$ cat config.mk
export PLATFORM = sky130hd
export DESIGN_NAME = plcg_clock_gen
export DESIGN_NICKNAME = d
export VERILOG_FILES = /design/src/include/plcg_pkg.sv /design/src/include/plcg_line_if.sv /design/src/hw/plcg_clock_gen.sv /design/src/hw/plcg_rx_tracker.sv
export SDC_FILE = /design/constraint.sdc
export NUM_CORES = 1
export LEC_CHECK = 0
export BUFFER_PORTS_ARGS = -buffer_cell sky130_fd_sc_hd__buf_4
export CAP_MARGIN = 20
export CORE_MARGIN = 2
export CORE_UTILIZATION = 56
export DETAILED_ROUTE_END_ITERATION = 8
export PLACE_DENSITY = 0.88
export SYNTH_ARGS = -nofsm -noshare
export SYNTH_HDL_FRONTEND = slang
export SYNTH_HIERARCHICAL = 1
export SYNTH_SLANG_ARGS = --single-unit
$ cat constraint.sdc
create_clock -name clk -period 2.5 [get_ports clk]
set_input_delay 0.5 -clock clk [delete_from_list [all_inputs] [get_ports clk]]
set_output_delay 0.5 -clock clk [all_outputs]
set_load 0.01 [all_outputs]
$ cat src/include/plcg_pkg.sv
// Package for the PLL clock and line clock generator: constants and types
// How it works
// [RL1] PLL output equals input times (N+1)/(M+1); N 0..31, M 0..15.
// [RL2] Reset factors are N=24 and M=3, giving 48 MHz from 7.68 MHz.
// [RL3] After reset the PLL is off and the controller runs from the crystal.
// [RL4] Firmware programs factors before enabling; PLL stays inactive until enabled.
// [RL5] Once enabled, a readable locked flag sets after the lock time.
// [RL6] Clock select routes crystal or PLL; firmware selects PLL only after lock.
// [RL7] Prescaler on: PLL divided by 2 when ratio select is 0, by 1.5 when 1.
// [RL8] USB clock gated after reset; opened only by the USB clock enable bit.
// [RL9] Terminal mode: 1536 kHz data clock, 8 kHz frame sync 1:2, 768 kHz bit clock.
// [RL10] All serial interface clocks follow the recovered line timing.
// [RL11] Frame sync is the timebase for reset pulse lengths.
// [RL12] Line signal sampled several times per bit, bit decided by majority.
// [RL13] Bit clocks come from the line; transmit frame lags receive frame by two bits.
// [RL14] Track falling line edges; stretch or shrink a data clock cycle by one or two steps.
// [RL15] Every other line clock derives from the recovered data clock.
// [RL16] Logic must tolerate short recovered clock phases during resync.
// [RL17] After three valid code violation pairs, frame sync snaps to fixed phase once.
// [RL18] Command code change gives a reset pulse of 125 to 250 us, timed by frame sync.
// [RL19] Source switching and USB gating produce no truncated clock pulses.
`default_nettype none
package plcg_pkg;
  localparam int unsigned CLK_HZ       = 40_000_000;
  localparam int unsigned DCK_HZ       = 1_536_000;
  localparam int unsigned DCK_PER      = CLK_HZ / DCK_HZ;
  localparam logic [5:0]  DCK_LEN      = 6'(DCK_PER);
  localparam logic [5:0]  DCK_HALF     = 6'(DCK_PER / 2);
  localparam logic [5:0]  ADJ_SPLIT    = 6'(DCK_PER / 4);
  localparam logic [5:0]  ADJ_SMALL    = 6'h01;
  localparam logic [5:0]  ADJ_LARGE    = 6'h02;
  localparam logic [2:0]  SMP_A        = 3'h2;
  localparam logic [2:0]  SMP_B        = 3'h4;
  localparam logic [2:0]  SMP_C        = 3'h6;
  localparam logic [7:0]  FRAME_LAST   = 8'hBF;
  localparam logic [7:0]  FSY_HIGH     = 8'h40;
  localparam logic [7:0]  TX_OFFSET    = 8'h10;
  localparam logic [1:0]  SYNC_PAIRS   = 2'h3;
  localparam logic [1:0]  RST_FRAMES   = 2'h2;
  localparam logic [3:0]  SWITCH_GAP   = 4'h4;
  localparam int unsigned LOCK_TIME_US = 2000;
  localparam int unsigned LOCK_CYCLES  = LOCK_TIME_US * (CLK_HZ / 1_000_000);
  // Word indices of the registers, byte address is four times the index
  localparam logic [2:0]  IDX_FACTOR_A = 3'h0;
  localparam logic [2:0]  IDX_FACTOR_B = 3'h1;
  localparam logic [2:0]  IDX_USB_CTRL = 3'h2;
  localparam logic [2:0]  IDX_STATUS   = 3'h3;
  localparam logic [2:0]  IDX_LINE     = 3'h4;
  localparam logic [4:0]  N_RESET      = 5'h18;
  localparam logic [3:0]  M_RESET      = 4'h3;
  localparam int unsigned B_PSC_EN     = 4;
  localparam int unsigned B_PSC_VAL    = 5;
  localparam int unsigned B_PLL_EN     = 6;
  localparam int unsigned B_SEL        = 7;
  localparam int unsigned B_SWRES      = 4;
  typedef enum logic [1:0] {PLCG_M_XTAL, PLCG_M_PLL, PLCG_M_DIV2, PLCG_M_DIV1P5} plcg_mode_e;
  typedef enum logic {PLCG_CK_RUN, PLCG_CK_HOLD} plcg_ck_e;
endpackage
`default_nettype wire

$ cat src/include/plcg_line_if.sv
// Interface from the receive phase tracker to the clock core
`default_nettype none
interface plcg_line_if;
  logic dck_rise;
  logic dck;
  logic rx_bit;
  logic rx_valid;
  modport tracker (output dck_rise, output dck, output rx_bit, output rx_valid);
  modport core    (input dck_rise, input dck, input rx_bit, input rx_valid);
endinterface
`default_nettype wire

$ cat src/hw/plcg_clock_gen.sv
// PLL control, controller clock path, USB clock gate and line clocks
//
// Implementation choices: the register offsets and the Avalon-MM slave port.
`default_nettype none
module plcg_clock_gen #(
  parameter int unsigned LOCK_CYCLES = plcg_pkg::LOCK_CYCLES
) (
  // Clock and reset
  input  wire logic        clk,
  input  wire logic        reset_n,
  // Avalon-MM slave
  input  wire logic [2:0]  avs_address,
  input  wire logic        avs_read,
  input  wire logic        avs_write,
  input  wire logic [31:0] avs_writedata,
  output logic [31:0]      avs_readdata,
  output logic             avs_waitrequest,
  // Line side inputs
  input  wire logic        rx_line,
  input  wire logic        subscriber_awake_n,
  input  wire logic        cv_pair_valid,
  input  wire logic        cv_pair_lost,
  input  wire logic        watchdog_expired,
  // PLL and clock path controls
  output logic             pll_enable,
  output logic [4:0]       pll_mult,
  output logic [3:0]       pll_div,
  output logic [1:0]       mcu_clk_mode,
  output logic             mcu_clk_run,
  output logic             usb_clk_run,
  // Serial interface clocks
  output logic             interface_data_clock,
  output logic             interface_bit_clock,
  output logic             frame_sync,
  output logic             tx_frame_start,
  output logic             rx_bit,
  output logic             rx_bit_valid,
  output logic             line_reset_pulse
);
  localparam int unsigned LW = $clog2(LOCK_CYCLES + 1);
  localparam logic [LW-1:0] LOCK_LAST = LW'(LOCK_CYCLES - 1);

  typedef struct packed {
    logic [4:0]         n;
    logic [3:0]         m;
    logic               psc_en;
    logic               psc_val;
    logic               pll_en;
    logic               sel;
    logic               usb_en;
    logic [3:0]         cmd;
    logic               lock;
    logic [LW-1:0]      lock_cnt;
    plcg_pkg::plcg_ck_e ck_state;
    logic [1:0]         mode;
    logic [3:0]         gap_cnt;
    logic               mcu_run;
    logic               usb_run;
    logic               wait_n;
    logic [31:0]        rdata;
    logic               aw_s1;
    logic               aw_s2;
    logic               aw_prev;
    logic               bck;
    logic [7:0]         frame_cnt;
    logic               fsy;
    logic               tx_start;
    logic               synced;
    logic [1:0]         pair_cnt;
    logic [1:0]         rst_frames;
    logic               rst_out;
  } plcg_top_s;

  plcg_top_s   q_r;
  plcg_top_s   q_nxt;
  plcg_line_if lk ();

  plcg_rx_tracker u_tracker (
    .clk     (clk),
    .reset_n (reset_n),
    .rx_line (rx_line),
    .lk      (lk.tracker)
  );

  logic       req;
  logic       take;
  logic       wr;
  logic [1:0] mode_req;
  logic       rst_trig;
  logic       frame_wrap;

  always_comb begin
    q_nxt      = q_r;
    req        = avs_read | avs_write;
    take       = req & ~q_r.wait_n;
    wr         = take & avs_write;
    rst_trig   = 1'b0;
    frame_wrap = 1'b0;
    mode_req   = plcg_pkg::PLCG_M_XTAL;

    // Bus: waitrequest drops for exactly one cycle per request
    q_nxt.wait_n = !(req && q_r.wait_n);
    if (req && q_r.wait_n && avs_read) begin
      case (avs_address)
        plcg_pkg::IDX_FACTOR_A: q_nxt.rdata = {27'h0000000, q_r.n};
        plcg_pkg::IDX_FACTOR_B: q_nxt.rdata = {24'h000000, q_r.sel, q_r.pll_en, q_r.psc_val,
                                               q_r.psc_en, q_r.m};
        plcg_pkg::IDX_USB_CTRL: q_nxt.rdata = {31'h00000000, q_r.usb_en};
        plcg_pkg::IDX_STATUS:   q_nxt.rdata = {28'h0000000, q_r.rst_out,
                                               q_r.ck_state == plcg_pkg::PLCG_CK_HOLD,
                                               q_r.synced, q_r.lock}; // RL5
        plcg_pkg::IDX_LINE:     q_nxt.rdata = {28'h0000000, q_r.cmd};
        default:                q_nxt.rdata = 32'h00000000;
      endcase
    end
    if (wr) begin
      case (avs_address)
        plcg_pkg::IDX_FACTOR_A: q_nxt.n = avs_writedata[4:0]; // RL1
        plcg_pkg::IDX_FACTOR_B: begin
          q_nxt.m       = avs_writedata[3:0]; // RL1
          q_nxt.psc_en  = avs_writedata[plcg_pkg::B_PSC_EN];
          q_nxt.psc_val = avs_writedata[plcg_pkg::B_PSC_VAL];
          q_nxt.pll_en  = avs_writedata[plcg_pkg::B_PLL_EN];
          q_nxt.sel     = avs_writedata[plcg_pkg::B_SEL];
        end
        plcg_pkg::IDX_USB_CTRL: q_nxt.usb_en = avs_writedata[0]; // RL8
        plcg_pkg::IDX_LINE: begin
          q_nxt.cmd = avs_writedata[3:0];
          if (avs_writedata[3:0] != q_r.cmd) begin
            rst_trig = 1'b1; // RL18
          end
          if (avs_writedata[plcg_pkg::B_SWRES]) begin
            rst_trig = 1'b1;
          end
        end
        default: q_nxt.n = q_r.n;
      endcase
    end

    // PLL lock timer restarts on any factor or enable change
    if (!q_r.pll_en || (wr && (avs_address == plcg_pkg::IDX_FACTOR_A
                               || avs_address == plcg_pkg::IDX_FACTOR_B))) begin
      q_nxt.lock     = 1'b0; // RL4
      q_nxt.lock_cnt = '0;
    end else if (q_r.lock_cnt == LOCK_LAST) begin
      q_nxt.lock = 1'b1; // RL5
    end else begin
      q_nxt.lock_cnt = q_r.lock_cnt + LW'(1);
    end

    // Controller clock source; an idle PLL is never requested as the source
    if (q_r.sel && q_r.pll_en) begin
      if (!q_r.psc_en) begin
        mode_req = plcg_pkg::PLCG_M_PLL; // RL6
      end else if (q_r.psc_val) begin
        mode_req = plcg_pkg::PLCG_M_DIV1P5; // RL7
      end else begin
        mode_req = plcg_pkg::PLCG_M_DIV2; // RL7
      end
    end else begin
      mode_req = plcg_pkg::PLCG_M_XTAL; // RL3
    end

    // Gate both clocks quiet for a gap around a source change
    case (q_r.ck_state)
      plcg_pkg::PLCG_CK_RUN: begin
        q_nxt.usb_run = q_r.usb_en; // RL8
        if (mode_req != q_r.mode) begin
          q_nxt.ck_state = plcg_pkg::PLCG_CK_HOLD; // RL19
          q_nxt.mcu_run  = 1'b0;
          q_nxt.usb_run  = 1'b0;
          q_nxt.gap_cnt  = '0;
        end
      end
      plcg_pkg::PLCG_CK_HOLD: begin
        q_nxt.gap_cnt = q_r.gap_cnt + 4'h1;
        if (q_r.gap_cnt == plcg_pkg::SWITCH_GAP) begin
          q_nxt.mode     = mode_req; // RL19
          q_nxt.mcu_run  = 1'b1;
          q_nxt.ck_state = plcg_pkg::PLCG_CK_RUN;
        end
      end
      default: q_nxt.ck_state = plcg_pkg::PLCG_CK_RUN;
    endcase

    // Awake pin: two flops before the edge detector
    q_nxt.aw_s1   = subscriber_awake_n;
    q_nxt.aw_s2   = q_r.aw_s1;
    q_nxt.aw_prev = q_r.aw_s2;
    if (q_r.aw_prev && !q_r.aw_s2) begin
      rst_trig = 1'b1;
    end
    if (watchdog_expired) begin
      rst_trig = 1'b1;
    end

    // Line frame: bit clock and frame counter step on recovered data clock rises; the sync snap does not wait for one
    q_nxt.tx_start = 1'b0;
    if (lk.dck_rise) begin
      q_nxt.bck = ~q_r.bck; // RL15
      if (q_r.frame_cnt == plcg_pkg::FRAME_LAST) begin
        q_nxt.frame_cnt = 8'h00; // RL10
        frame_wrap      = 1'b1;
      end else begin
        q_nxt.frame_cnt = q_r.frame_cnt + 8'h01;
      end
    end
    if (cv_pair_lost) begin
      q_nxt.synced   = 1'b0;
      q_nxt.pair_cnt = 2'h0;
    end else if (cv_pair_valid && !q_r.synced) begin
      q_nxt.pair_cnt = q_r.pair_cnt + 2'h1;
      if (q_r.pair_cnt + 2'h1 == plcg_pkg::SYNC_PAIRS) begin
        q_nxt.synced    = 1'b1;
        q_nxt.frame_cnt = 8'h00; // RL17
        frame_wrap      = 1'b1;
      end
    end
    q_nxt.fsy = (q_nxt.frame_cnt < plcg_pkg::FSY_HIGH); // RL9
    if (lk.dck_rise && q_nxt.frame_cnt == plcg_pkg::TX_OFFSET) begin
      q_nxt.tx_start = 1'b1; // RL13
    end

    // Reset pulse ends on the second frame start, so 125 to 250 us
    if (rst_trig) begin
      q_nxt.rst_out    = 1'b1; // RL18
      q_nxt.rst_frames = 2'h0;
    end else if (q_r.rst_out && frame_wrap) begin
      q_nxt.rst_frames = q_r.rst_frames + 2'h1; // RL11
      if (q_r.rst_frames + 2'h1 == plcg_pkg::RST_FRAMES) begin
        q_nxt.rst_out = 1'b0; // RL11
      end
    end
  end

  always_ff @(posedge clk or negedge reset_n) begin
    if (!reset_n) begin
      q_r          <= '0;
      q_r.n        <= plcg_pkg::N_RESET; // RL2
      q_r.m        <= plcg_pkg::M_RESET; // RL2
      q_r.mode     <= plcg_pkg::PLCG_M_XTAL; // RL3
      q_r.ck_state <= plcg_pkg::PLCG_CK_RUN;
      q_r.mcu_run  <= 1'b1;
      q_r.wait_n   <= 1'b1;
      q_r.aw_s1    <= 1'b1;
      q_r.aw_s2    <= 1'b1;
      q_r.aw_prev  <= 1'b1;
      q_r.fsy      <= 1'b1;
    end else begin
      q_r <= q_nxt;
    end
  end

  assign avs_readdata         = q_r.rdata;
  assign avs_waitrequest      = q_r.wait_n;
  assign pll_enable           = q_r.pll_en; // RL4
  assign pll_mult             = q_r.n;
  assign pll_div              = q_r.m;
  assign mcu_clk_mode         = q_r.mode;
  assign mcu_clk_run          = q_r.mcu_run;
  assign usb_clk_run          = q_r.usb_run;
  assign interface_data_clock = lk.dck;
  assign interface_bit_clock  = q_r.bck;
  assign frame_sync           = q_r.fsy;
  assign tx_frame_start       = q_r.tx_start;
  assign rx_bit               = lk.rx_bit;
  assign rx_bit_valid         = lk.rx_valid;
  assign line_reset_pulse     = q_r.rst_out;
endmodule
`default_nettype wire

$ cat src/hw/plcg_rx_tracker.sv
// Receive phase tracker: recovered data clock and majority bit decision
`default_nettype none
module plcg_rx_tracker (
  // Clock and reset
  input  wire logic   clk,
  input  wire logic   reset_n,
  // Line pin
  input  wire logic   rx_line,
  // To core
  plcg_line_if.tracker lk
);
  typedef struct packed {
    logic       s1;
    logic       s2;
    logic       s3;
    logic [5:0] pc;
    logic [5:0] len;
    logic       dck;
    logic       dck_rise;
    logic [2:0] bitpos;
    logic       va;
    logic       vb;
    logic       rx_bit;
    logic       rx_valid;
  } plcg_trk_s;

  plcg_trk_s q_r;
  plcg_trk_s q_nxt;

  always_comb begin
    q_nxt          = q_r;
    q_nxt.s1       = rx_line;
    q_nxt.s2       = q_r.s1;
    q_nxt.s3       = q_r.s2;
    q_nxt.dck_rise = 1'b0;
    q_nxt.rx_valid = 1'b0;
    if (q_r.pc >= q_r.len - 6'h01) begin
      q_nxt.pc       = 6'h00;
      q_nxt.len      = plcg_pkg::DCK_LEN;
      q_nxt.dck_rise = 1'b1;
      q_nxt.bitpos   = q_r.bitpos + 3'h1;
    end else begin
      q_nxt.pc = q_r.pc + 6'h01;
    end
    // Late edge stretches, early edge shrinks the running cycle
    if (q_r.s3 && !q_r.s2 && q_r.pc != 6'h00) begin
      if (q_r.pc < plcg_pkg::DCK_HALF) begin
        q_nxt.len = plcg_pkg::DCK_LEN + ((q_r.pc > plcg_pkg::ADJ_SPLIT) ? plcg_pkg::ADJ_LARGE
                                                                           : plcg_pkg::ADJ_SMALL); // RL14
      end else begin
        q_nxt.len = plcg_pkg::DCK_LEN - (((plcg_pkg::DCK_LEN - q_r.pc) > plcg_pkg::ADJ_SPLIT)
                                          ? plcg_pkg::ADJ_LARGE : plcg_pkg::ADJ_SMALL); // RL14
      end
    end
    // Level only decodes the counter, so a shortened phase is never lost
    q_nxt.dck = (q_nxt.pc < plcg_pkg::DCK_HALF); // RL16
    if (q_nxt.dck_rise) begin
      case (q_nxt.bitpos)
        plcg_pkg::SMP_A: q_nxt.va = q_r.s3;
        plcg_pkg::SMP_B: q_nxt.vb = q_r.s3;
        plcg_pkg::SMP_C: begin
          q_nxt.rx_bit   = (q_r.va & q_r.vb) | (q_r.va & q_r.s3) | (q_r.vb & q_r.s3); // RL12
          q_nxt.rx_valid = 1'b1;
        end
        default: q_nxt.va = q_r.va;
      endcase
    end
  end

  always_ff @(posedge clk or negedge reset_n) begin
    if (!reset_n) begin
      q_r     <= '0;
      q_r.len <= plcg_pkg::DCK_LEN;
      // First edge wraps, so the first rise also steps the bit clock
      q_r.pc  <= plcg_pkg::DCK_LEN - 6'h01;
      q_r.s1  <= 1'b1;
      q_r.s2  <= 1'b1;
      q_r.s3  <= 1'b1;
    end else begin
      q_r <= q_nxt;
    end
  end

  assign lk.dck_rise = q_r.dck_rise;
  assign lk.dck      = q_r.dck;
  assign lk.rx_bit   = q_r.rx_bit;
  assign lk.rx_valid = q_r.rx_valid;
endmodule
`default_nettype wire

# Yosys cells after proc, flatten, opt, wreduce, memory -nomap -nowiden
# Cells that the tools add are included.
# Widths: inputs -> output; s select.
totals:
  ff_bits: 122
  input_bits: 44
  output_inout_bits: 54
  wordCells: 167
op_classes:
  n_addsub: 11
  magnitude_cmp: 6
  eq_ne: 18
  muxes: 45
  n_bitwise: 11
  n_reduce_logical: 36
op_table:
  columns: ["operator", "count"]
  rows:
  - ["$mux 8", 5]
  - ["$pmux 8 s5", 1]
  - ["$mux 6", 5]
  - ["$reduce_and 2->1", 11]
  - ["$mux 1", 20]
  - ["$mux 18", 1]
  - ["$add 17x1->17 const B", 1]
  - ["$eq 17x17->1 const B", 1]
  - ["$mux 17", 1]
  - ["$mux 3", 5]
  - ["$gt 6x3->1 const B", 2]
  - ["$lt 6x4->1 const B", 2]
  - ["$reduce_bool 2->1", 6]
  - ["$sub 5x6->6 const A", 2]
  - ["$logic_and 1x1->1", 10]
  - ["$pmux 5 s2", 1]
  - ["$eq 3x2->1 const B", 3]
  - ["$eq 3x3->1 const B", 3]
  - ["$add 8x1->8 const B", 1]
  - ["$eq 8x5->1 const B", 1]
  - ["$eq 8x8->1 const B", 1]
  - ["$lt 8x7->1 const B", 1]
  - ["$mux 2", 4]
  - ["$add 5x6->6 const A", 1]
  - ["22 further kinds", 38]

# Logic depth before layout (Yosys ltp)
# Gate-level depths: netlist of run 1.
logic_depth:
  ltp_word: 9
  depth_mapped: 10
  mapped_depth_nobuf: 9

# By module
# The synthesis of run 1 kept the hierarchy.
modules_own_cells:
  columns: ["mod", "instances", "cells_each", "area_each_um2", "seq_area_each_um2"]
  rows:
  - ["plcg_clock_gen", 1, 371, 3854.9, 1864.3]
  - ["plcg_rx_tracker", 1, 108, 1176.1, 534.3]

# Worst setup path after synthesis of run 1
# No wires, ideal clock.
synth_path:
  kind: "reg2reg"
  startpoint: "register u_tracker/q_r[10] (netlist bit)"
  endpoint: "register u_tracker.q_r (netlist bit u_tracker/lk.rx_bit)"
  setup_ns: 0.127
  arrival_time_ns: 2.005
  t_required_ns: 2.373
  slack_ns: 0.367
  path_stages_with_launch: 10
  path_buffers: 0
  synth_period_minus_slack_ns: 2.133
  path_cell_list: "dfstp_2 inv_1 ha_1 xnor2_1 ha_1 a21o_1 a211oi_4 o21ai_4 nand4b_2 mux2_1"
synth_between:
  elab_chain_len: 5
synth_rtl:
  columns: ["element", "line", "rtl"]
  rows:
  - ["start, declared", "plcg_rx_tracker.sv:27", "plcg_trk_s q_r;"]
  - ["start signal, assigned", "plcg_rx_tracker.sv:80", "q_r <= q_nxt;"]
  - ["$sub 6x1->6 *", "plcg_rx_tracker.sv:37", "if (q_r.pc >= q_r.len - 6'h01) begin"]
  - ["$ge 6x6->1 *", "plcg_rx_tracker.sv:37", null]
  - ["$mux 4 *", "plcg_rx_tracker.sv:37", null]
  - ["$eq 3x3->1", "plcg_rx_tracker.sv:58", "case (q_nxt.bitpos)"]
  - ["$reduce_and 2->1 (no line) *", null, null]
# Every way passes the cells marked *; elsewhere a longest branch is shown, timed or not.
# A chain may end at the register's enable or synchronous reset.

# Worst setup path after layout of run 1
layout_path:
  startpoint: "register u_tracker/q_r[10] (netlist bit)"
  endpoint: "register u_tracker/q_r[9] (netlist bit)"
layout_between:
  elab_chain_len: 3
layout_rtl:
  columns: ["element", "line"]
  rows:
  - ["$sub 6x1->6", "plcg_rx_tracker.sv:37"]
  - ["$ge 6x6->1", "plcg_rx_tracker.sv:37"]
  - ["$reduce_bool 2->1 (no line)", null]
# No other way between the ends.

==> results.sh, run 1 <==
export IMPL_hp_class="input port to async pin"
export IMPL_htreeDepth=3
export IMPL_start_kind="flop"
export IMPL_boundaryPins=98
export IMPL_rr_endpoint="u_tracker/q_r[9]"
export IMPL_ctsLongestPathBuffers=2
export IMPL_synth_seq_cells=95
export IMPL_layout_worst_path_cycle_share_pct=91.8
export IMPL_grt_use_met3_pct=4.75
export IMPL_grtUsageMet2_pct=33.7
export IMPL_tritoncts="built"
export IMPL_synthArstFlopShare_pct=100
export IMPL_ys_warn_count=6
export IMPL_slew_violations=0
export IMPL_portBuffers=49
export IMPL_synth_seq_area_share_pct=47.7
export IMPL_critPathTopFamily="compound AO/OA/AOI/OAI gates"
export IMPL_max_slew_margin_pct=63.5
export IMPL_skew_ns=0.00859
export IMPL_synth_area_sq_um=5030
export IMPL_worstSetupStartpoint="u_tracker/q_r[10]"
export IMPL_globalplace_congestion=0.891
export IMPL_die_h_microns=98.8
export IMPL_wl_per_cell_microns=14.8
export IMPL_critPathBufInv=2
export IMPL_die_x_microns=98.8
export IMPL_setup_viol=0
export IMPL_overflow=0
export IMPL_grt_total_usage_pct=20.2
export IMPL_syn_area_per_cell_sq_um=10.5
export IMPL_wirelength_microns=9200
export IMPL_vdd_ir_drop_max_uv=694
export IMPL_crit_fanout=11
export IMPL_end_kind="flop"
export IMPL_cp_required_ns=2.80
export IMPL_maxCapViolCount=0
export IMPL_drc=0
export IMPL_grt_pass1_vias=3410
export IMPL_cts_hold_buffers=0
export IMPL_cp_arrival_ns=2.60
export IMPL_outcome="completed"
export IMPL_final_util_pct=62.5
export IMPL_design_area_sq_um=5450
export IMPL_tns_ns=0
export IMPL_synth_edf_count=0
export IMPL_rrSetupSlack_ns=0.21
export IMPL_numCtsBuffers=9
export IMPL_layout_drive_gt1_share_pct=23.8
export IMPL_dr_pass1_iters=4
export IMPL_place_hpwl_microns=6830
export IMPL_hold_violations=0
export IMPL_rows=34
export IMPL_detail_route_antenna_nets=0
export IMPL_area_growth_synth_to_final_pct=8.28
export IMPL_post_route_min_period_ns=2.29
export IMPL_root_buffer="clkbuf_8"
export IMPL_nets=569
export IMPL_path_cells="inv_1, ha_1, xnor2_1, ha_1, a21o_1, a211oi_4, o21ai_4, buf_4, o21ai_0, o21a_1"
export IMPL_post_cts_resized=0
export IMPL_fill_cells=686
export IMPL_cpPeakStageDelay_ns=0.54
export IMPL_power_density_nw_per_um2=931
export IMPL_p_leak_nw=2.54
export IMPL_drt_iter0_drc=165
export IMPL_busiest_layer="met2"
export IMPL_ys_types=67
export IMPL_cts_sinks=95
export IMPL_critical_path_class="flop to flop"
export IMPL_grt_pass1_wl_microns=16000
export IMPL_worstSetupPathDepth=10
export IMPL_syn_inst=479
export IMPL_antenna_found_initial=0
export IMPL_grt_setup_unrepaired="false"
export IMPL_vias_per_cell=5.55
export IMPL_grt_max_degree=41
export IMPL_initial_core_util_pct=57.7
export IMPL_die_area_sq_um=9760
export IMPL_most_common_layout_cells="dfrtp_1 (78), buf_4 (52), nor2_1 (48), nand2_1 (32)"
export IMPL_final_common_cell="dfrtp_1"
export IMPL_critPathSlowestCell="dfstp_2"
export IMPL_grt_use_met1_pct=26.0
export IMPL_crit_top_cell="ha_1"
export IMPL_worstRegToRegCells=10
export IMPL_core_sq_um=8720
export IMPL_synth_top_flop_cell="dfrtp_1"
export IMPL_tightest_slew_ns=0.547
export IMPL_antenna_cells=0
export IMPL_clkLatencyLatePin_ns=0.36
export IMPL_path_clk_slew_ns=0.09
export IMPL_cp_endpoint="u_tracker/q_r[9]"
export IMPL_r2r_start="u_tracker/q_r[10]"
export IMPL_power_mw=5.07
export IMPL_fmax_mhz=436
export IMPL_vias=3449
export IMPL_dpl_instance_area_sq_um=5260
export IMPL_post_cts_buffers=0
## area by class of cell
cell class / instances / area (sq um) / share of cell area [%]
clock inverter: 5 / 58.8 / 1.08
tap: 108 / 135 / 2.48
inverter: 15 / 56.3 / 1.03
clock buffer: 11 / 131 / 2.41
timing repair buffer: 53 / 410 / 7.53
multi-input combinational: 334 / 2260 / 41.4
sequential: 95 / 2400 / 44.0
## layer usage
layer | vias up | share of wire, %
met2 | 74 | 51
met4 | 0 | 1.4
li1 | 1654 | -
met3 | 12 | 4.5
met1 | 1709 | 44
met5 | - | 0
## cells in the mapped netlist (4+ instances only)
cell	instances	area, sq um
dfrtp_1	78	1950
nor2_1	48	180
buf_4	44	330
nand2_1	32	120
mux2_2	25	282
nand3_1	23	115
xor2_1	23	201
o21ai_0	21	105
dfstp_2	17	447
ha_1	17	213
inv_1	15	56.3
a21oi_1	14	70.1
xnor2_1	13	114
mux2i_1	7	70.1
a21o_1	6	45.0
buf_2	6	30.0
nor3_1	6	30.0
clkbuf_1	5	18.8
nand4_1	5	31.3
nor3b_1	5	37.5
a31oi_1	4	25.0
nor2b_1	4	25.0
## registers in the layout, indices dropped and copies added, names as in the netlist, 2 cells and up
register         count
q_nxt                2
pll_div              4
avs_readdata         8
pll_mult             5
q_r                 45
mcu_clk_mode         2
u_tracker/q_r       15
u_tracker/q_nxt      2
## stage by stage
step | std cells | hold slack, ns | setup WS [ns]
after global routing | 621 | 0.124 | 0.0782
final | 621 | 0.0991 | 0.206
after detailed placement | 605 | 0.349 | 0.235
after global placement | 605 | 0.346 | 0.310
after CTS | 621 | 0.107 | 0.217
after floorplan | 502 | 0.204 | 0.367
## how the worst min path moves through the flow
| stage | startpoint | endpoint | cells after the start |
|---|---|---|---|
| global route | reset_n | q_r[65] | 1 |
| finish | reset_n | q_r[63] | 1 |
| CTS | reset_n | u_tracker/lk.rx_valid | 1 |
| global placement | q_nxt[18] | q_nxt[17] | 0 |
| detailed placement | u_tracker/q_nxt[22] | u_tracker/q_nxt[21] | 0 |
| floorplan | reset_n | avs_readdata[0] | 0 |
## logic make-up (layout without fill, tap and decap cells)
family,Yosys count,in the layout,share of synthesized area [%]
other cells,2,25,0.149
flops,95,95,47.7
mux,34,34,7.44
compound gates,73,73,9.87
buf+inv,73,84,9.18
simple gates,148,148,15.0
xor+xnor,36,36,6.27
fa+ha+maj,18,18,4.43
## worst register-to-register path, cell delays in order (launching register included)
cell and delay (ns):
dfstp_2 0.54, inv_1 0.06, ha_1 0.18, xnor2_1 0.13, ha_1 0.19, a21o_1 0.20, a211oi_4 0.27, o21ai_4 0.13
buf_4 0.20, o21ai_0 0.19, o21a_1 0.15
## where the power goes
| group | total [mW] | switching (mW) | internal [mW] |
|---|---|---|---|
| clock | 0.982 | 0.519 | 0.463 |
| combinational | 1.72 | 0.879 | 0.840 |
| sequential | 2.37 | 0.422 | 1.95 |
Power figures use the tool's default switching activity.
==> run 2: changes to the inputs <==
- CORE_UTILIZATION: 56 -> 37
- PLACE_DENSITY: 0.88 -> 0.64
==> run 2 against run 1 <==
Design area increased by 4.1%. Critical endpoint is now u_tracker/q_r[11]. Via count decreased by 2.6%. Sequential share of layout area decreased by 1.7 points. Combinational power about the same. First-iteration DRC count decreased by 26%. Power increased by 10%. Setup slack improved by 0.040 ns. Register-to-register slack improved by 0.04 ns. Clock power increased by 54%. Clock-buffer cell count unchanged. Non-clock buffer count unchanged. Highest routed layer unchanged. Die area increased by 49%.
==> results.sh, run 2 (synthesis gave the netlist of run 1 again) <==
export IMPL_outcome="completed"
export IMPL_p_clk_share_pct=27.1
export IMPL_clkLatencyLatePin_ns=0.35
export IMPL_p_seq_share_pct=42.4
export IMPL_boundaryPins=98
export IMPL_slew_violations=0
export IMPL_core_sq_um=13200
export IMPL_grt_max_degree=42
export IMPL_regMostFlops="q_r"
export IMPL_post_route_min_period_ns=2.25
export IMPL_end_kind="flop"
export IMPL_cts_hold_buffers=0
export IMPL_portBuffers=49
export IMPL_die_area_sq_um=14500
export IMPL_maxCapViolCount=0
export IMPL_drc=0
export IMPL_power_switching_mw=1.88
export IMPL_nets=569
export IMPL_antenna_cells=0
export IMPL_grt_pass1_wl_microns=15600
export IMPL_fin_cells=689
export IMPL_path_clk_slew_ns=0.06
export IMPL_wirelength_microns=9380
export IMPL_placed_cells=673
export IMPL_cts_sinks=95
export IMPL_post_cts_resized=0
export IMPL_globalplace_congestion=0.790
export IMPL_layout_drive_gt1_share_pct=24.0
export IMPL_place_hpwl_microns=6830
export IMPL_vias=3358
export IMPL_cp_required_ns=2.76
export IMPL_post_cts_buffers=0
export IMPL_tns_ns=0
export IMPL_die_h_microns=121
export IMPL_start_kind="flop"
export IMPL_area_growth_synth_to_final_pct=12.7
export IMPL_grt_pass1_vias=3191
export IMPL_worstRegToRegCells=10
export IMPL_fmax_mhz=443
export IMPL_final_util_pct=42.8
export IMPL_final_common_cell="dfrtp_1"
export IMPL_r2r_start="u_tracker/q_r[10]"
export IMPL_switching_share_pct=33.6
export IMPL_numCtsBuffers=9
export IMPL_seq_area_sq_um=2400
export IMPL_skew_ns=0.0110
export IMPL_rows=42
export IMPL_largest_reg_flops=45
export IMPL_most_common_layout_cells="dfrtp_1 (78), buf_4 (52), nor2_1 (48), nand2_1 (32)"
export IMPL_tightest_slew_ns=0.520
export IMPL_detail_route_antenna_nets=0
export IMPL_rr_endpoint="u_tracker/q_r[11]"
export IMPL_power_density_nw_per_um2=985
export IMPL_vdd_ir_drop_max_uv=618
export IMPL_tritoncts="built"
export IMPL_initial_core_util_pct=38.0
export IMPL_die_x_microns=121
export IMPL_dr_pass1_iters=4
export IMPL_critical_path_class="flop to flop"
export IMPL_grt_setup_unrepaired="false"
export IMPL_ctsLongestPathBuffers=2
export IMPL_drt_iter0_drc=122
export IMPL_setup_viol=0
export IMPL_fill_cells=1258
export IMPL_overflow=0
export IMPL_intPower_mw=3.71
export IMPL_wl_per_cell_microns=13.6
export IMPL_rrSetupSlack_ns=0.25
export IMPL_multi_input_area_sq_um=2260
export IMPL_root_buffer="clkbuf_16"
export IMPL_crit_fanout=10
export IMPL_grt_total_usage_pct=13.5
export IMPL_power_frac_comb_pct=30.5
export IMPL_hold_violations=0
export IMPL_layout_worst_path_cycle_share_pct=90.2
export IMPL_p_leak_nw=2.61
export IMPL_cp_arrival_ns=2.52
export IMPL_antenna_found_initial=0
export IMPL_max_slew_margin_pct=65.0
export IMPL_vias_per_cell=4.87
export IMPL_htreeDepth=3
export IMPL_hp_class="input port to async pin"
==> run 2: cell types whose count changed in the layout (fill, tap and decap cells not counted), sizes merged <==
cell,before,now
bufinv,1,2
inv,15,18
clkinv,2,0
clkinvlp,2,0
==> run 2: power groups by stage <==
stage	clock, mW	sequential [mW]	combinational (mW)
4_1_cts	1.55	2.37	1.73
5_1_grt	1.61	2.42	1.94
2_1_floorplan	0	2.26	1.41
6_report	1.51	2.37	1.70
3_5_place_dp	0	2.39	1.73
3_3_place_gp	0	2.37	1.65
==> run 2: worst max-delay path, stage by stage (launching register included) <==
cell	delay (ns)
dfstp_2	0.53
inv_1	0.05
ha_1	0.18
xnor2_1	0.12
ha_1	0.18
a21o_1	0.20
a211oi_4	0.27
o21ai_4	0.14
buf_4	0.20
a21oi_1	0.17
o2bb2ai_1	0.14
==> run 2: final cells by class <==
class                      count  area share [%]
timing repair buffer          53            7.24
sequential                    95            42.3
inverter                      15           0.993
clock inverter                 5            1.52
tap                          176            3.88
multi-input combinational    334            39.8
clock buffer                  11            4.28
==> run 2: worst max-delay path by stage <==
stage / to / from
after floorplan: u_tracker/lk.rx_bit / u_tracker/q_r[10]
after global placement: u_tracker/lk.rx_bit / u_tracker/q_r[10]
after detailed placement: u_tracker/q_r[3] / u_tracker/q_r[10]
after CTS: u_tracker/lk.rx_bit / u_tracker/q_r[10]
after global routing: u_tracker/q_r[11] / u_tracker/q_r[10]
final: u_tracker/q_r[11] / u_tracker/q_r[10]
==> run 2: metal layers <==
layer | up-vias | wire length, microns | global-route usage (%)
met5 | - | 0 | 0
met4 | 0 | 135 | 4.58
met3 | 9 | 391 | 3.92
met2 | 62 | 4440 | 21.6
met1 | 1641 | 4420 | 17.4
li1 | 1646 | - | -
==> run 2: per-stage QoR <==
step	hold WS (ns)	setup slack, ns	power [mW]	instance area, sq um
floorplan	0.204	0.367	3.67	5120
global placement	0.346	0.284	4.02	5340
detailed placement	0.347	0.254	4.12	5340
CTS	0.0907	0.232	5.66	5670
global route	0.107	0.0930	5.98	5670
finish	0.0828	0.245	5.59	5670
==> run 3: changes to the inputs <==
- CTS_BUF_LIST: unset -> sky130_fd_sc_hd__clkbuf_8
- SKIP_CTS_REPAIR_TIMING: unset -> 1
- clock period: 2.5 -> 2.35 ns (I/O delays scaled with it)
==> run 3 against run 2 <==
Critical path depth shrank 1. Fmax grew 3.5%. Design area shrank 1.7%. Clock power shrank 31%. Critical path type unchanged. Die area is the same. Global-route usage is essentially flat. Sequential cell count is the same. Setup slack lost 0.074 ns. Highest routed layer unchanged. Hold slack gained 0.12 ns. Register-to-register slack lost 0.07 ns. Power shrank 2.5%. Sequential share of layout area grew 0.72 points.
==> results.sh, run 3 (synthesis gave the netlist of run 1 again) <==
export IMPL_dr_pass1_iters=4
export IMPL_clkLatencyLatePin_ns=0.37
export IMPL_hp_class="input port to flop"
export IMPL_antenna_found_initial=0
export IMPL_multi_input_area_sq_um=2260
export IMPL_portBuffers=49
export IMPL_fin_ws_ns=0.171
export IMPL_vdd_ir_drop_max_uv=405
export IMPL_dp_slack_ns=0.105
export IMPL_htreeDepth=3
export IMPL_grt_pass1_vias=3301
export IMPL_grt_pass1_wl_microns=15800
export IMPL_cp_required_ns=2.60
export IMPL_vias=3397
export IMPL_critical_path_class="flop to flop"
export IMPL_grt_max_degree=54
export IMPL_final_common_cell="dfrtp_1"
export IMPL_drc=0
export IMPL_outcome="completed"
export IMPL_max_slew_margin_pct=62.1
export IMPL_power_mw=5.44
export IMPL_die_h_microns=121
export IMPL_seq_area_sq_um=2400
export IMPL_place_hpwl_microns=6860
export IMPL_globalplace_congestion=0.781
export IMPL_overflow=0
export IMPL_core_sq_um=13200
export IMPL_placed_cells=673
export IMPL_setup_viol=0
export IMPL_crit_fanout=6
export IMPL_vias_per_cell=4.89
export IMPL_post_route_min_period_ns=2.18
export IMPL_wl_per_cell_microns=13.5
export IMPL_final_util_pct=42.1
export IMPL_fill_cells=1325
export IMPL_tns_ns=0
export IMPL_grt_setup_unrepaired="false"
export IMPL_cp_arrival_ns=2.43
export IMPL_layout_worst_path_cycle_share_pct=92.7
export IMPL_dpl_instance_area_sq_um=5340
export IMPL_initial_core_util_pct=38.0
export IMPL_path_clk_slew_ns=0.09
export IMPL_fmax_mhz=459
export IMPL_skew_ns=0.0148
export IMPL_hold_violations=0
export IMPL_slew_violations=0
export IMPL_regMostFlops="q_r"
export IMPL_numCtsBuffers=9
export IMPL_boundaryPins=98
export IMPL_cts_sinks=95
export IMPL_end_kind="flop"
export IMPL_detail_route_antenna_nets=0
export IMPL_layout_drive_gt1_share_pct=24.9
export IMPL_root_buffer="clkbuf_8"
export IMPL_grt_total_usage_pct=13.5
export IMPL_nets=574
export IMPL_maxCapViolCount=0
export IMPL_most_common_layout_cells="dfrtp_1 (78), buf_4 (56), nor2_1 (48), nand2_1 (32)"
export IMPL_die_x_microns=121
export IMPL_fin_cells=694
export IMPL_die_area_sq_um=14500
export IMPL_wirelength_microns=9380
export IMPL_whs_ns=0.206
export IMPL_tightest_slew_ns=0.563
export IMPL_largest_reg_flops=45
export IMPL_tritoncts="built"
export IMPL_ctsLongestPathBuffers=2
export IMPL_area_growth_synth_to_final_pct=10.8
export IMPL_power_density_nw_per_um2=976
export IMPL_design_area_sq_um=5580
export IMPL_rows=42
export IMPL_drt_iter0_drc=178
export IMPL_antenna_cells=0
export IMPL_p_leak_nw=2.57
export IMPL_start_kind="flop"
run 3: layout make-up:
| class | instances | share of cell area (%) |
|---|---|---|
| sequential | 95 | 43.0 |
| multi-input combinational | 334 | 40.5 |
| timing repair buffer | 58 | 8.08 |
| tap | 176 | 3.95 |
| clock buffer | 10 | 2.47 |
| inverter | 15 | 1.01 |
| clock inverter | 6 | 0.942 |
run 3: per-layer routing:
layer / vias to the layer above / wire (microns) / part of all wire, % / global-route usage (%)
met4: 0 / 130 / 1.4 / 4.22
met2: 66 / 4600 / 49 / 22.8
met1: 1663 / 4250 / 45 / 16.7
li1: 1655 / - / - / -
met5: - / 0 / 0 / 0
met3: 13 / 401 / 4.3 / 3.63
run 3: power by group:
| part | internal [mW] | switching, mW |
|---|---|---|
| Clock | 0.430 | 0.605 |
| Sequential | 2.07 | 0.439 |
| Combinational | 0.953 | 0.941 |
run 3: worst max-delay path, cell delays in order (launching register included):
cell and delay (ns):
dfstp_2 0.54, inv_1 0.05, ha_1 0.18, xnor2_1 0.12
ha_1 0.17, a21o_1 0.20, a211oi_4 0.23, o21ai_4 0.13
nand3_1 0.11, mux2_2 0.34
run 3: final timing paths:
| kind | startpoint | to | slack (ns) | depth (start not counted) |
|---|---|---|---|---|
| max | u_tracker/q_r[10] | u_tracker/q_r[2] | 0.17 | 9 |
| min reg2reg | u_tracker/q_nxt[22] | u_tracker/q_nxt[21] | 0.36 | 0 |
| min in group asynchronous | reset_n | u_tracker/q_r[6] | 0.50 | 2 |
| min | subscriber_awake_n | q_nxt[18] | 0.21 | 1 |
| max reg2reg | u_tracker/q_r[10] | u_tracker/q_r[2] | 0.17 | 9 |
| max in group asynchronous | reset_n | u_tracker/q_r[19] | 1.19 | 3 |
